[config.mk]
export PLATFORM = sky130hd
export DESIGN_NAME = pit_top
export DESIGN_NICKNAME = d
export VERILOG_FILES = /design/src/verilog/pit_pkg.sv /design/src/verilog/pit_element.sv /design/src/verilog/pit_top.sv
export VERILOG_INCLUDE_DIRS = /design/src /design/src/verilog
export SDC_FILE = /design/constraint.sdc
export NUM_CORES = 1
export LEC_CHECK = 0
export ABC_AREA = 1
export ABC_CLOCK_PERIOD_IN_PS = 1700
export BUFFER_PORTS_ARGS = -buffer_cell sky130_fd_sc_hd__buf_4
export CORE_MARGIN = 5
export CORE_UTILIZATION = 60
export DETAILED_ROUTE_END_ITERATION = 10
export PLACE_DENSITY = 0.75
export SETUP_SLACK_MARGIN = 0.05
export SLEW_MARGIN = 20
export SYNTH_ARGS = -nofsm -noshare
export SYNTH_HDL_FRONTEND = slang
export SYNTH_SLANG_ARGS = --single-unit
[constraint.sdc]
create_clock -name I_CLK -period 1.7 [get_ports I_CLK]
set_input_delay 0.255 -clock I_CLK [delete_from_list [all_inputs] [get_ports I_CLK]]
set_output_delay 0.255 -clock I_CLK [all_outputs]
set_load 0.05 [all_outputs]
[src/verilog/pit_map.svh]
`ifndef PIT_MAP_SVH
`define PIT_MAP_SVH

// ---------------------------------------------------------------------------
// Port addresses
// ---------------------------------------------------------------------------
`define PIT_ADDR_CONTROL_WORD_REGISTER 2'h3

// ---------------------------------------------------------------------------
// Control word fields
// ---------------------------------------------------------------------------
`define CW_SC_HI   7
`define CW_SC_LO   6
`define CW_RW_HI   5
`define CW_RW_LO   4
`define CW_CFG_HI  5
`define CW_CFG_LO  0
`define CW_SC_READBACK 2'h3
`define RB_NO_COUNT_BIT  5
`define RB_NO_STATUS_BIT 4
`define RB_SEL_LO        1

// ---------------------------------------------------------------------------
// Reset values
// ---------------------------------------------------------------------------
`define CTL_RESET   6'h00
`define COUNT_RESET 16'h0000
`define BYTE_ZERO   8'h00

`endif

[src/verilog/pit_pkg.sv]
package pit_pkg;
  typedef logic [15:0] count_t;
  typedef logic [7:0]  byte_t;
  typedef logic [5:0]  ctl_t;
  typedef enum logic [1:0] {
    RW_LATCH = 2'h0,
    RW_LSB   = 2'h1,
    RW_MSB   = 2'h2,
    RW_LH    = 2'h3
  } rw_t;
endpackage

[src/verilog/pit_element.sv]
`timescale 1ns/1ps
`include "pit_map.svh"

module pit_element (
  input  wire logic            i_clk,
  input  wire logic            i_rstn,
  input  wire logic            i_cnt_clk,
  input  wire logic            i_gate,
  input  wire logic            i_arm,
  input  wire logic            i_load,
  input  wire pit_pkg::count_t i_cr,
  output pit_pkg::count_t      o_count,
  output logic                 o_out,
  output logic                 o_null
);
  import pit_pkg::*;

  logic   cnt_clk_r;
  logic   cnt_clk_nxt;
  count_t count_r;
  count_t count_nxt;
  logic   pend_r;
  logic   pend_nxt;
  logic   out_r;
  logic   out_nxt;
  logic   tick;

  // ---------------------------------------------------------------------------
  // Counting element
  // ---------------------------------------------------------------------------
  // A written count only waits in the count register; it reaches the element
  // on the next rising edge of the counter's own clock, both bytes at once.
  always_comb begin
    cnt_clk_nxt = i_cnt_clk;
    tick        = i_cnt_clk & ~cnt_clk_r;
    count_nxt   = count_r;
    out_nxt     = out_r;
    pend_nxt    = pend_r | i_load;
    if (tick && pend_r) begin
      count_nxt = i_cr;
      pend_nxt  = i_load;
    end else if (tick && i_gate) begin
      count_nxt = count_r - 16'h0001;
      if (count_r == 16'h0001) begin
        out_nxt = 1'b1;
      end
    end
    if (i_arm) begin
      out_nxt  = 1'b0;
      pend_nxt = 1'b0;
    end
  end

  // The element has no defined power-up value; reset clears it for repeatability.
  always_ff @(posedge i_clk or negedge i_rstn) begin
    if (!i_rstn) begin
      cnt_clk_r <= 1'b0;
      count_r   <= `COUNT_RESET;
      pend_r    <= 1'b0;
      out_r     <= 1'b0;
    end else begin
      cnt_clk_r <= cnt_clk_nxt;
      count_r   <= count_nxt;
      pend_r    <= pend_nxt;
      out_r     <= out_nxt;
    end
  end

  assign o_count = count_r;
  assign o_out   = out_r;
  assign o_null  = pend_r;
endmodule

[src/verilog/pit_top.sv]
// What this block does
// - A write to port three stores a control word that configures counters.
// - Read and write strobes do nothing unless chip select is low.
// - Control register is write-only; status comes only via read-back.
// - Three identical counters run independently, each in its own mode.
// - Each counting element is a 16-bit loadable down counter.
// - Output latch follows the element, freezes on latch, resumes after read.
// - Only one latch byte reaches the data bus per read.
// - Count reads always return the output latch, never the element.
// - Each write loads exactly one byte of the count register.
// - Count waits in count register, then moves to element whole.
// - One-byte formats leave the unwritten count register byte zero.
// - Host count writes reach only the count register.
// - Latched status holds control bits, output level and null count.
// - No defined power-up state for mode, count or output; here reset clears all three to zero.
// - Each control word names its own counter, in any order.
// - Counts go to the counter's own port, decoded by its format.
// - Data port is three-state, driven only during selected reads.
// - Select field picks counter 0..2; all-ones means read-back.
// - Format field selects low only, high only, or low then high.
// - Latch command freezes the counter's output latch, mode unchanged.
`timescale 1ns/1ps
`include "pit_map.svh"

module pit_top #(
  parameter int NUM_CNT = 3
) (
  input  wire logic               I_CLK,
  input  wire logic               I_RSTN,
  input  wire logic               I_CS_N,
  input  wire logic               I_RD_N,
  input  wire logic               I_WR_N,
  input  wire logic               I_PORT_SELECT_LSB,
  input  wire logic               I_PORT_SELECT_MSB,
  input  wire pit_pkg::byte_t     I_HOST_DATA_BUS,
  output pit_pkg::byte_t          O_HOST_DATA_BUS,
  output logic                    O_HOST_DATA_BUS_OE_N,
  input  wire logic [NUM_CNT-1:0] I_CNT_CLK,
  input  wire logic [NUM_CNT-1:0] I_GATE,
  output logic [NUM_CNT-1:0]      O_OUT
);
  import pit_pkg::*;

  // ---------------------------------------------------------------------------
  // Decode helpers
  // ---------------------------------------------------------------------------
  function automatic logic hits(input logic [1:0] port, input int idx);
    hits = (int'(port) == idx);
  endfunction

  function automatic byte_t pick(input count_t v, input logic hi);
    pick = hi ? v[15:8] : v[7:0];
  endfunction

  logic [1:0] port;
  logic       wr_n_r;
  logic       wr_n_nxt;
  logic       wr_evt;
  logic       rd_now;
  logic       rd_act_r;
  logic       rd_act_nxt;
  logic [1:0] rd_port_r;
  logic [1:0] rd_port_nxt;
  logic       rd_done;
  logic       cw_evt;
  logic [1:0] cw_sc;
  rw_t        cw_rw;
  byte_t      dout_r;
  byte_t      dout_nxt;
  logic       oe_n_r;
  logic       oe_n_nxt;

  ctl_t   ctl_r    [NUM_CNT];
  ctl_t   ctl_nxt  [NUM_CNT];
  count_t cr_r     [NUM_CNT];
  count_t cr_nxt   [NUM_CNT];
  count_t ol_r     [NUM_CNT];
  count_t ol_nxt   [NUM_CNT];
  byte_t  st_r     [NUM_CNT];
  byte_t  st_nxt   [NUM_CNT];
  count_t cnt      [NUM_CNT];
  byte_t  rbyte    [NUM_CNT];
  logic [NUM_CNT-1:0] latched_r;
  logic [NUM_CNT-1:0] latched_nxt;
  logic [NUM_CNT-1:0] st_vld_r;
  logic [NUM_CNT-1:0] st_vld_nxt;
  logic [NUM_CNT-1:0] wptr_r;
  logic [NUM_CNT-1:0] wptr_nxt;
  logic [NUM_CNT-1:0] rptr_r;
  logic [NUM_CNT-1:0] rptr_nxt;
  logic [NUM_CNT-1:0] load_r;
  logic [NUM_CNT-1:0] load_nxt;
  logic [NUM_CNT-1:0] arm_r;
  logic [NUM_CNT-1:0] arm_nxt;
  logic [NUM_CNT-1:0] nullc;

  // ---------------------------------------------------------------------------
  // Host bus front end
  // ---------------------------------------------------------------------------
  // Writes act on the falling edge of the write strobe, reads complete on the
  // end of the read strobe, so a long strobe is still one access.
  always_comb begin
    port        = {I_PORT_SELECT_MSB, I_PORT_SELECT_LSB};
    wr_n_nxt    = I_WR_N | I_CS_N;
    wr_evt      = ~I_CS_N & ~I_WR_N & wr_n_r;
    rd_now      = ~I_CS_N & ~I_RD_N & (port != `PIT_ADDR_CONTROL_WORD_REGISTER);
    rd_act_nxt  = rd_now;
    rd_port_nxt = rd_now ? port : rd_port_r;
    rd_done     = rd_act_r & ~rd_now;
    cw_evt      = wr_evt & (port == `PIT_ADDR_CONTROL_WORD_REGISTER);
    cw_sc       = I_HOST_DATA_BUS[`CW_SC_HI:`CW_SC_LO];
    cw_rw       = rw_t'(I_HOST_DATA_BUS[`CW_RW_HI:`CW_RW_LO]);
    dout_nxt    = `BYTE_ZERO;
    for (int k = 0; k < NUM_CNT; k++) begin
      if (hits(port, k)) begin
        dout_nxt = rbyte[k];
      end
    end
    oe_n_nxt    = ~rd_now;
  end

  always_ff @(posedge I_CLK or negedge I_RSTN) begin
    if (!I_RSTN) begin
      wr_n_r    <= 1'b1;
      rd_act_r  <= 1'b0;
      rd_port_r <= 2'h0;
      dout_r    <= `BYTE_ZERO;
      oe_n_r    <= 1'b1;
    end else begin
      wr_n_r    <= wr_n_nxt;
      rd_act_r  <= rd_act_nxt;
      rd_port_r <= rd_port_nxt;
      dout_r    <= dout_nxt;
      oe_n_r    <= oe_n_nxt;
    end
  end

  assign O_HOST_DATA_BUS      = dout_r;
  assign O_HOST_DATA_BUS_OE_N = oe_n_r;

  // ---------------------------------------------------------------------------
  // Per-counter registers
  // ---------------------------------------------------------------------------
  genvar g;
  generate
    for (g = 0; g < NUM_CNT; g++) begin : gen_cnt
      logic own_cw;
      logic own_latch;
      logic rb_count;
      logic rb_status;
      logic own_wr;
      logic own_rd;
      rw_t  fmt;

      always_comb begin
        fmt       = rw_t'(ctl_r[g][`CW_RW_HI:`CW_RW_LO]);
        own_cw    = cw_evt & hits(cw_sc, g) & (cw_rw != RW_LATCH);
        own_latch = cw_evt & hits(cw_sc, g) & (cw_rw == RW_LATCH);
        rb_count  = cw_evt & (cw_sc == `CW_SC_READBACK) & I_HOST_DATA_BUS[`RB_SEL_LO + g]
                    & ~I_HOST_DATA_BUS[`RB_NO_COUNT_BIT];
        rb_status = cw_evt & (cw_sc == `CW_SC_READBACK) & I_HOST_DATA_BUS[`RB_SEL_LO + g]
                    & ~I_HOST_DATA_BUS[`RB_NO_STATUS_BIT];
        own_wr    = wr_evt & hits(port, g);
        own_rd    = rd_done & hits(rd_port_r, g);
        ctl_nxt[g]     = ctl_r[g];
        cr_nxt[g]      = cr_r[g];
        ol_nxt[g]      = latched_r[g] ? ol_r[g] : cnt[g];
        st_nxt[g]      = st_r[g];
        latched_nxt[g] = latched_r[g];
        st_vld_nxt[g]  = st_vld_r[g];
        wptr_nxt[g]    = wptr_r[g];
        rptr_nxt[g]    = rptr_r[g];
        load_nxt[g]    = 1'b0;
        arm_nxt[g]     = own_cw;
        if (own_cw) begin
          ctl_nxt[g]     = I_HOST_DATA_BUS[`CW_CFG_HI:`CW_CFG_LO];
          cr_nxt[g]      = `COUNT_RESET;
          latched_nxt[g] = 1'b0;
          st_vld_nxt[g]  = 1'b0;
          wptr_nxt[g]    = 1'b0;
          rptr_nxt[g]    = 1'b0;
        end
        if (rb_status && !st_vld_r[g]) begin
          st_vld_nxt[g] = 1'b1;
          st_nxt[g]     = {O_OUT[g], nullc[g], ctl_r[g]};
        end
        if (own_wr) begin
          case (fmt)
            RW_LSB: begin
              cr_nxt[g]   = {`BYTE_ZERO, I_HOST_DATA_BUS};
              load_nxt[g] = 1'b1;
            end
            RW_MSB: begin
              cr_nxt[g]   = {I_HOST_DATA_BUS, `BYTE_ZERO};
              load_nxt[g] = 1'b1;
            end
            RW_LH: begin
              if (!wptr_r[g]) begin
                cr_nxt[g][7:0] = I_HOST_DATA_BUS;
              end else begin
                cr_nxt[g][15:8] = I_HOST_DATA_BUS;
                load_nxt[g]     = 1'b1;
              end
              wptr_nxt[g] = ~wptr_r[g];
            end
            default: begin
              cr_nxt[g] = cr_r[g];
            end
          endcase
        end
        if (own_rd) begin
          if (st_vld_r[g]) begin
            st_vld_nxt[g] = 1'b0;
          end else if (fmt == RW_LH && !rptr_r[g]) begin
            rptr_nxt[g] = 1'b1;
          end else begin
            rptr_nxt[g]    = 1'b0;
            latched_nxt[g] = 1'b0;
          end
        end
        // A latch request wins over a read that completes in the same cycle only if the counter is not already latched.
        if ((own_latch || rb_count) && !latched_r[g]) begin
          latched_nxt[g] = 1'b1;
          ol_nxt[g]      = cnt[g];
        end
        // Only one byte of the latch is offered per read.
        if (st_vld_r[g]) begin
          rbyte[g] = st_r[g];
        end else begin
          rbyte[g] = pick(ol_r[g], fmt == RW_MSB || (fmt == RW_LH && rptr_r[g]));
        end
      end

      always_ff @(posedge I_CLK or negedge I_RSTN) begin
        if (!I_RSTN) begin
          ctl_r[g]     <= `CTL_RESET;
          cr_r[g]      <= `COUNT_RESET;
          ol_r[g]      <= `COUNT_RESET;
          st_r[g]      <= `BYTE_ZERO;
          latched_r[g] <= 1'b0;
          st_vld_r[g]  <= 1'b0;
          wptr_r[g]    <= 1'b0;
          rptr_r[g]    <= 1'b0;
          load_r[g]    <= 1'b0;
          arm_r[g]     <= 1'b0;
        end else begin
          ctl_r[g]     <= ctl_nxt[g];
          cr_r[g]      <= cr_nxt[g];
          ol_r[g]      <= ol_nxt[g];
          st_r[g]      <= st_nxt[g];
          latched_r[g] <= latched_nxt[g];
          st_vld_r[g]  <= st_vld_nxt[g];
          wptr_r[g]    <= wptr_nxt[g];
          rptr_r[g]    <= rptr_nxt[g];
          load_r[g]    <= load_nxt[g];
          arm_r[g]     <= arm_nxt[g];
        end
      end

      // The load pulse is registered so the element sees the updated count register.
      pit_element u_elem (
        .i_clk     (I_CLK),
        .i_rstn    (I_RSTN),
        .i_cnt_clk (I_CNT_CLK[g]),
        .i_gate    (I_GATE[g]),
        .i_arm     (arm_r[g]),
        .i_load    (load_r[g]),
        .i_cr      (cr_r[g]),
        .o_count   (cnt[g]),
        .o_out     (O_OUT[g]),
        .o_null    (nullc[g])
      );
    end
  endgenerate
endmodule

======== Word-level counts from Yosys, hierarchy flattened ========
Cells that the tools add are included.
word-level totals
  flip-flop bits (word level) ............. 226
  bits in latches ......................... 0
  memory bits (writable) .................. 0
  bits in read-only memories .............. 0
  input port bits ......................... 21
  memories kept ........................... 0
operators by class
  $add $sub $neg .......................... 3
  multipliers ............................. 0
  divide/modulo/power cells ............... 0
  order comparisons ....................... 0
  eq/ne operators ......................... 30
  shift operators ......................... 0
  muxes and demuxes ....................... 111
  bitwise logic cells ..................... 50
  reduce and logical (&&, ||, !) cells .... 53
operator list
  cell                   count
  $mux 16                18
  $pmux 16 s3            3
  $mux 8                 15
  $mux 1                 72
  $eq 16x1->1 const B    3
  $sub 16x1->16 const B  3
  $and 1x1->1            34
  $eq 2x2->1 const B     14
  $reduce_bool 2->1      10
  $logic_and 1x1->1      18
  $ne 4x1->1 const B     3
  $not 1->1              12
  $logic_not 1->1        9
  $reduce_and 3->1       3
  $logic_not 2->1        4
  $ne 2x2->1 const B     4
  $eq 2x1->1 const B     3
  $logic_or 1x1->1       6
  $ne 2x1->1 const B     3
  $pmux 1 s2             3
  $reduce_or 2->1        3
  $or 1x1->1             4

======== Longest topological paths before layout ========
  depth after elaboration ................. 11
  mapped depth ............................ 9

======== Hierarchy ========
Synthesis repeated with hierarchy kept, for this count alone.
second synthesis, totals
  cells, all modules ...................... 1442
  area, all modules ....................... 11707.5 um2
modules (own cells, without submodules)
  module       instances  cells an instance  area each (um2)  seq. area each (um2)
  pit_top      1          845                7758.7           4231.6
  pit_element  3          199                1316.3           475.5

======== Least setup slack after synthesis ========
No wires, ideal clock.
  kind .................................... register to register
  from .................................... register ctl_r[10] in the netlist's numbering
  to ...................................... register dout_r[6] (netlist: O_HOST_DATA_BUS[6])
  library setup time ...................... 130 ps
  arrival ................................. 1320 ps
  setup slack ............................. 250 ps
  cell stages (with the launch flop) ...... 9
  path buffers ............................ 1
  period minus slack after synthesis ...... 1450 ps
  path through ............................ dfrtp_1 > ha_1 > buf_2 > nand2_2 > nand2_1 > nand2_1 > nand3_1 > o211ai_1 > nand3_1
between the ends
  longest elaborated chain between the ends .. 7
RTL lines
  element                           line            RTL
  start: declaration                pit_top.sv:73   ctl_t ctl_r [NUM_CNT];
  start signal: indexed assignment  pit_top.sv:236  ctl_r[g] <= `CTL_RESET;
  start signal: indexed assignment  pit_top.sv:247  ctl_r[g] <= ctl_nxt[g];
  $eq 2x2->1                        pit_top.sv:230  rbyte[g] = pick(ol_r[g], fmt == RW_MSB || (fmt == RW_LH && rptr_r[g]));
  $logic_and 1x1->1                 pit_top.sv:230
  $logic_or 1x1->1 (*)              pit_top.sv:230
  $mux 8 (*)                        pit_top.sv:52   pick = hi ? v[15:8] : v[7:0];
  $mux 8 (*)                        pit_top.sv:227  if (st_vld_r[g]) begin
  $mux 8 (*) (2 in a row)           pit_top.sv:115  if (hits(port, k)) begin
  named net dout_nxt[6]             pit_top.sv:69   byte_t dout_nxt;
  end signal: assignment            pit_top.sv:127  dout_r <= `BYTE_ZERO;
  end signal: assignment            pit_top.sv:133  dout_r <= dout_nxt;
  end: declaration                  pit_top.sv:68   byte_t dout_r;
The timed path passes the listed nets; every way through them passes the cells marked *.
A chain may end at the register's enable or synchronous reset.

======== Worst setup path in the final report ========
  from .................................... input I_WR_N
  to ...................................... register st_r[15] in the netlist's numbering
between the ends
  longest elaborated chain between the ends .. 8
RTL lines
  element                         line            RTL
  start: declaration              pit_top.sv:32   input wire logic I_WR_N,
  $not 1->1                       pit_top.sv:105  wr_evt = ~I_CS_N & ~I_WR_N & wr_n_r;
  $and 1x1->1 (2 in a row)        pit_top.sv:105
  $and 1x1->1                     pit_top.sv:110  cw_evt = wr_evt & (port == `PIT_ADDR_CONTROL_WORD_REGISTER);
  $and 1x1->1 (3 in a row)        pit_top.sv:161  rb_status = cw_evt & (cw_sc == `CW_SC_READBACK) & I_HOST_DATA_BUS[`RB_SEL_LO + g]
  $logic_and 1x1->1               pit_top.sv:183  if (rb_status && !st_vld_r[g]) begin
  end signal: indexed assignment  pit_top.sv:239  st_r[g] <= `BYTE_ZERO;
  end signal: indexed assignment  pit_top.sv:250  st_r[g] <= st_nxt[g];
  end: declaration                pit_top.sv:79   byte_t st_r [NUM_CNT];
No other way between the ends.

==> results list <==
- Core area: about 19000 sq um
- Die Wd: 148 microns
- In this run the remaining antenna-violating nets after routing total 0.
- Transition time at the pin with the least slew margin: 655 ps
- After global routing, the most crowded layer is met2.
- Parity-gate share of the synthesized area counting xor and xnor cells: less than 1%
- Startpoint type of the worst setup path: primary input
* Full die area: 21800 sq um
- Largest net degree at the start of global routing: 53
- After clock tree synthesis, the clock-pin slew on the worst setup and hold paths is around 60 ps.
* Fraction of power consumed by the clock network: ~28%
- Net switching is between 30 and 40% of the power.
* Accumulated negative setup slack: 0 ps
* Layout-stage area growth over the synthesis result: 15.6%
- The internal power of the cells totals approximately 12 mW.
- Ranked by total cell area, the synthesized netlist is headed by dfrtp_1, nand2_1, nand3_1.
- Weighted congestion at the end of routability-driven global placement: 0.939
* Mean post-synth cell area: 8.03 sq um
- Total number of yosys warnings: 0
* Count of endpoints failing hold in the final timing report: 0
- After detailed placement, the total cell area comes to 12100 sq um.
* Port Buf Inserts: 32
- Inserted Diodes: 0
- CTS built an H-tree with a depth of 1.
- Share of power burned in registers: 40.6%
- The routed layout has between 9000 and 10000 vias.
* Vias per Instance: approximately 5.7
- The clock arrives with roughly 10 ps of skew.
* Final max-slew violation count: 0
- Mux cell area share after synthesis: less than 1%
- The worst register-to-register path ends at st_r[15].
- The worst path in the final design needs a cycle of ~1600 ps, including I/O delays and setup.
- Standard-cell row count: 50
* Global-route usage over all layers: around 28%
- The share of the Yosys chip area taken by registers is 49.7%.
- In this run the worst hold path is classified as in -> reg.
* Start point of the critical path: I_WR_N
- STA classifies the critical path endpoint as a flip-flop.
- Number of filler cells placed in the layout: around 1500
* Wire length of the first global-routing pass: between 40 and 50 mm
- Final setup slack of the worst path: between 60 and 70 ps
- CTS placed an instance of clkbuf_16 at the clock tree root.
* Crit path kind: in -> reg
- Synthesis instantiated 37 different standard cells from the library.
- TritonCTS buffer count: 25
- The first TritonRoute pass finished after 5 iterations.
- Mapped Cells: 1417
- Before CTS, the worst setup slack after placement is -19.7 ps.
- Clock latency on the worst-skew pair: ~500 ps
* Main combinational cell family by area after synthesis: simple AND/OR/NAND/NOR gates
* Grt met3 use: roughly 5.3%
- Of the cells placed in the final design, the portion with a size suffix greater than 1 is a little over an eighth.
- After detailed routing, the number of remaining DRC violations is 0.
* Final setup violation count: 0
- In this run the power density over the cells is about 1500 nW/um^2.
- Global routing consumed, on the met2 layer, between 40% and 50% of the routing resources.
- Worst r2r src: wr_n_r
- Synthesized-area fraction occupied by ao, oa, aoi and oai cells: under 10%
* Required time of the critical path: between 2000 and 2500 ps
- Hpwl dp: about 22 mm
- Maximum buffer depth of the clock tree: 3
- Area share of the largest cell type after synthesis: 49.2%
- Rel. slew slack: 56.1%
- At the worst endpoint, the arrival time is approximately 2000 ps.
- Fraction of met1 tracks used by global routing: a little over two fifths
* Vias in the first global route: between 9000 and 10000
- Area fraction in and, or, nand and nor cells after synthesis: 30.0%
- Post-synthesis adder-cell area fraction: between 1.5 and 2%
- The number of antenna violations at the first check in global routing is 0.
- The flow ran to the end, and the final reports show no timing, DRC or antenna violations.
* Drt total wl: slightly above 30 mm
- Avg WL per Cell: 17.5 microns
- The net count of the finished layout is roughly 1500.
- Switching power: approximately 7.3 mW
* Net count after synthesis: between 1000 and 1500
- The worst register-to-register path has a setup slack of approximately 70 ps.
- Highest ir drop seen on vdd: around 900 uV
- The number of cells on the worst reg-to-reg path is 5.
- The final critical path takes up a little over nine tenths of the cycle.
- After synthesis the netlist holds a flip-flop and latch count of ~230.
- Once layout is complete, the utilization of the core stands at between 70% and 80%.
- The worst hold path passes through 3 cells.
- In this run the vertical extent of the chip is approximately 150 microns.
* Gate power share: 30.9%
- Sinks on the clock net: 226
- The first routing iteration left 978 violations.
- With fillers left out, the area of the finished cells amounts to around 13000 sq um.
* Terminating pin of the worst hold path: cr_r[0]
- Number of placed I/O pins: 33
- For this run, the top clock speed supported by timing is between 600 and 700 MHz.
* Cell Area, Synth: approximately 11000 sq um
- For this run the aggregate overflow at the end of global routing stands at 0.
* Largest fanout on the critical path: 9
- Clock tree from TritonCTS: yes
- Hold Slack: between 60 and 70 ps
- The startpoint identified for the worst hold timing path is I_HOST_DATA_BUS[0].
- Max-cap violations in this run came to 0.
* Setup repair after global routing missed its margin: yes
- Leak: 6.60 nW
* Post-synthesis cell type with the largest combined area: dfrtp_1
* Initial core utilization: slightly above 60%
what timing repair did:
| item | 4_1_cts | 5_1_grt |
|---|---|---|
| hold buffers | 6 | 0 |
| endpoints found under the hold margin | 49 | 0 |
| setup endpoints to repair | 8 | 62 |
| pin swaps | 0 | 2 |
| buffers inserted | 0 | 2 |
| resized for setup | 4 | 36 |
| gates cloned | 0 | 1 |
per-stage QoR:
stage,power [mW],instances
2_1_floorplan,12.0,1417
3_3_place_gp,13.7,1686
3_5_place_dp,13.9,1686
4_1_cts,19.5,1736
5_1_grt,20.9,1739
6_report,19.6,1739
cells in the final DEF, fill, tap and decap left out, types with 12 or more instances in the layout:
| cell type | count |
|---|---|
| o21ai_2 | 18 |
| nand4_1 | 61 |
| nand2_2 | 12 |
| o211ai_1 | 33 |
| inv_1 | 139 |
| dfrtp_1 | 220 |
| clkbuf_16 | 25 |
| nand2_1 | 422 |
| buf_4 | 77 |
| nand3_1 | 143 |
| o21ai_0 | 96 |
| nor2_1 | 99 |
| o21ai_1 | 19 |
worst max-delay path by stage:
| stage | end | slack [ps] | depth (start not counted) |
|---|---|---|---|
| after floorplan | O_HOST_DATA_BUS[6] | 250 | 8 |
| after global placement | O_HOST_DATA_BUS[2] | 30 | 8 |
| after detailed placement | O_HOST_DATA_BUS[6] | -20 | 8 |
| after CTS | O_HOST_DATA_BUS[6] | 30 | 8 |
| after global routing | st_r[15] | -6 | 8 |
| final | st_r[15] | 60 | 8 |
layer usage:
metal  vias to the layer above  wire [microns]  share of wire [%]
met1                      4751           13800                 45
li1                       4804               -                  -
met4                         0             715                2.3
met5                         -               0                  0
met3                        50            2250                7.4
met2                       361           13700                 45
power by group through the flow:
stage	logic (mW)	clock network, mW	registers (mW)
2_1_floorplan	4.09	0	7.87
3_3_place_gp	5.73	0	7.96
3_5_place_dp	5.88	0	7.98
4_1_cts	5.92	5.65	7.92
5_1_grt	6.84	5.93	8.13
6_report	6.06	5.60	7.97
logic make-up after synthesis:
logic type      count (synthesis)
compound gates                191
xor+xnor                       12
flops                         226
fa+ha+maj                      17
simple gates                  772
buf+inv                       198
mux                             1
synth_stat cells (all sizes together):
cell type / number
ha: 17
o22ai: 7
clkbuf: 16
dfstp: 2
nand2: 437
xor2: 11
buf: 30
a21oi: 10
dfrtp: 224
nor2: 109
o21bai: 3
inv: 146
or2: 1
xnor2: 1
o311ai: 2
mux2: 1
clkinv: 6
nand4: 64
o221ai: 2
nand3: 153
o211ai: 33
a21boi: 1
o21ai: 133
nor3: 8
flip-flops by register name (all words and copies together) (netlist names):
name,flops
rptr_r,3
cr_r,48
latched_r,3
wr_n_r,1
rd_act_r,1
ol_r,48
gen_cnt.u_elem.o_null,3
gen_cnt.u_elem.cnt_clk_r,3
gen_cnt.u_elem.o_out,3
O_HOST_DATA_BUS,8
O_HOST_DATA_BUS_OE_N,1
rd_port_r,2
load_r,3
st_r,24
st_vld_r,3
arm_r,3
ctl_r,18
wptr_r,3
gen_cnt.u_elem.o_count,48
critical path: stages:
cell           delay, ps
dlygate4sd3_1        540
buf_4                140
nor2_4               120
nand3_1              120
nor2_2               300
nand4_2              320
nand2_1              160
nand2_1               70
cell type report:
cell class	count	area, sq um	share of cell area (%)
timing repair inverter	1	5.00	0.0380
tap	234	293	2.23
timing repair buffer	89	753	5.73
multi-input combinational	993	5010	38.1
inverter	152	578	4.39
clock inverter	9	151	1.15
sequential	226	5660	43.0
clock buffer	35	703	5.35
Power figures use the tool's default switching activity.
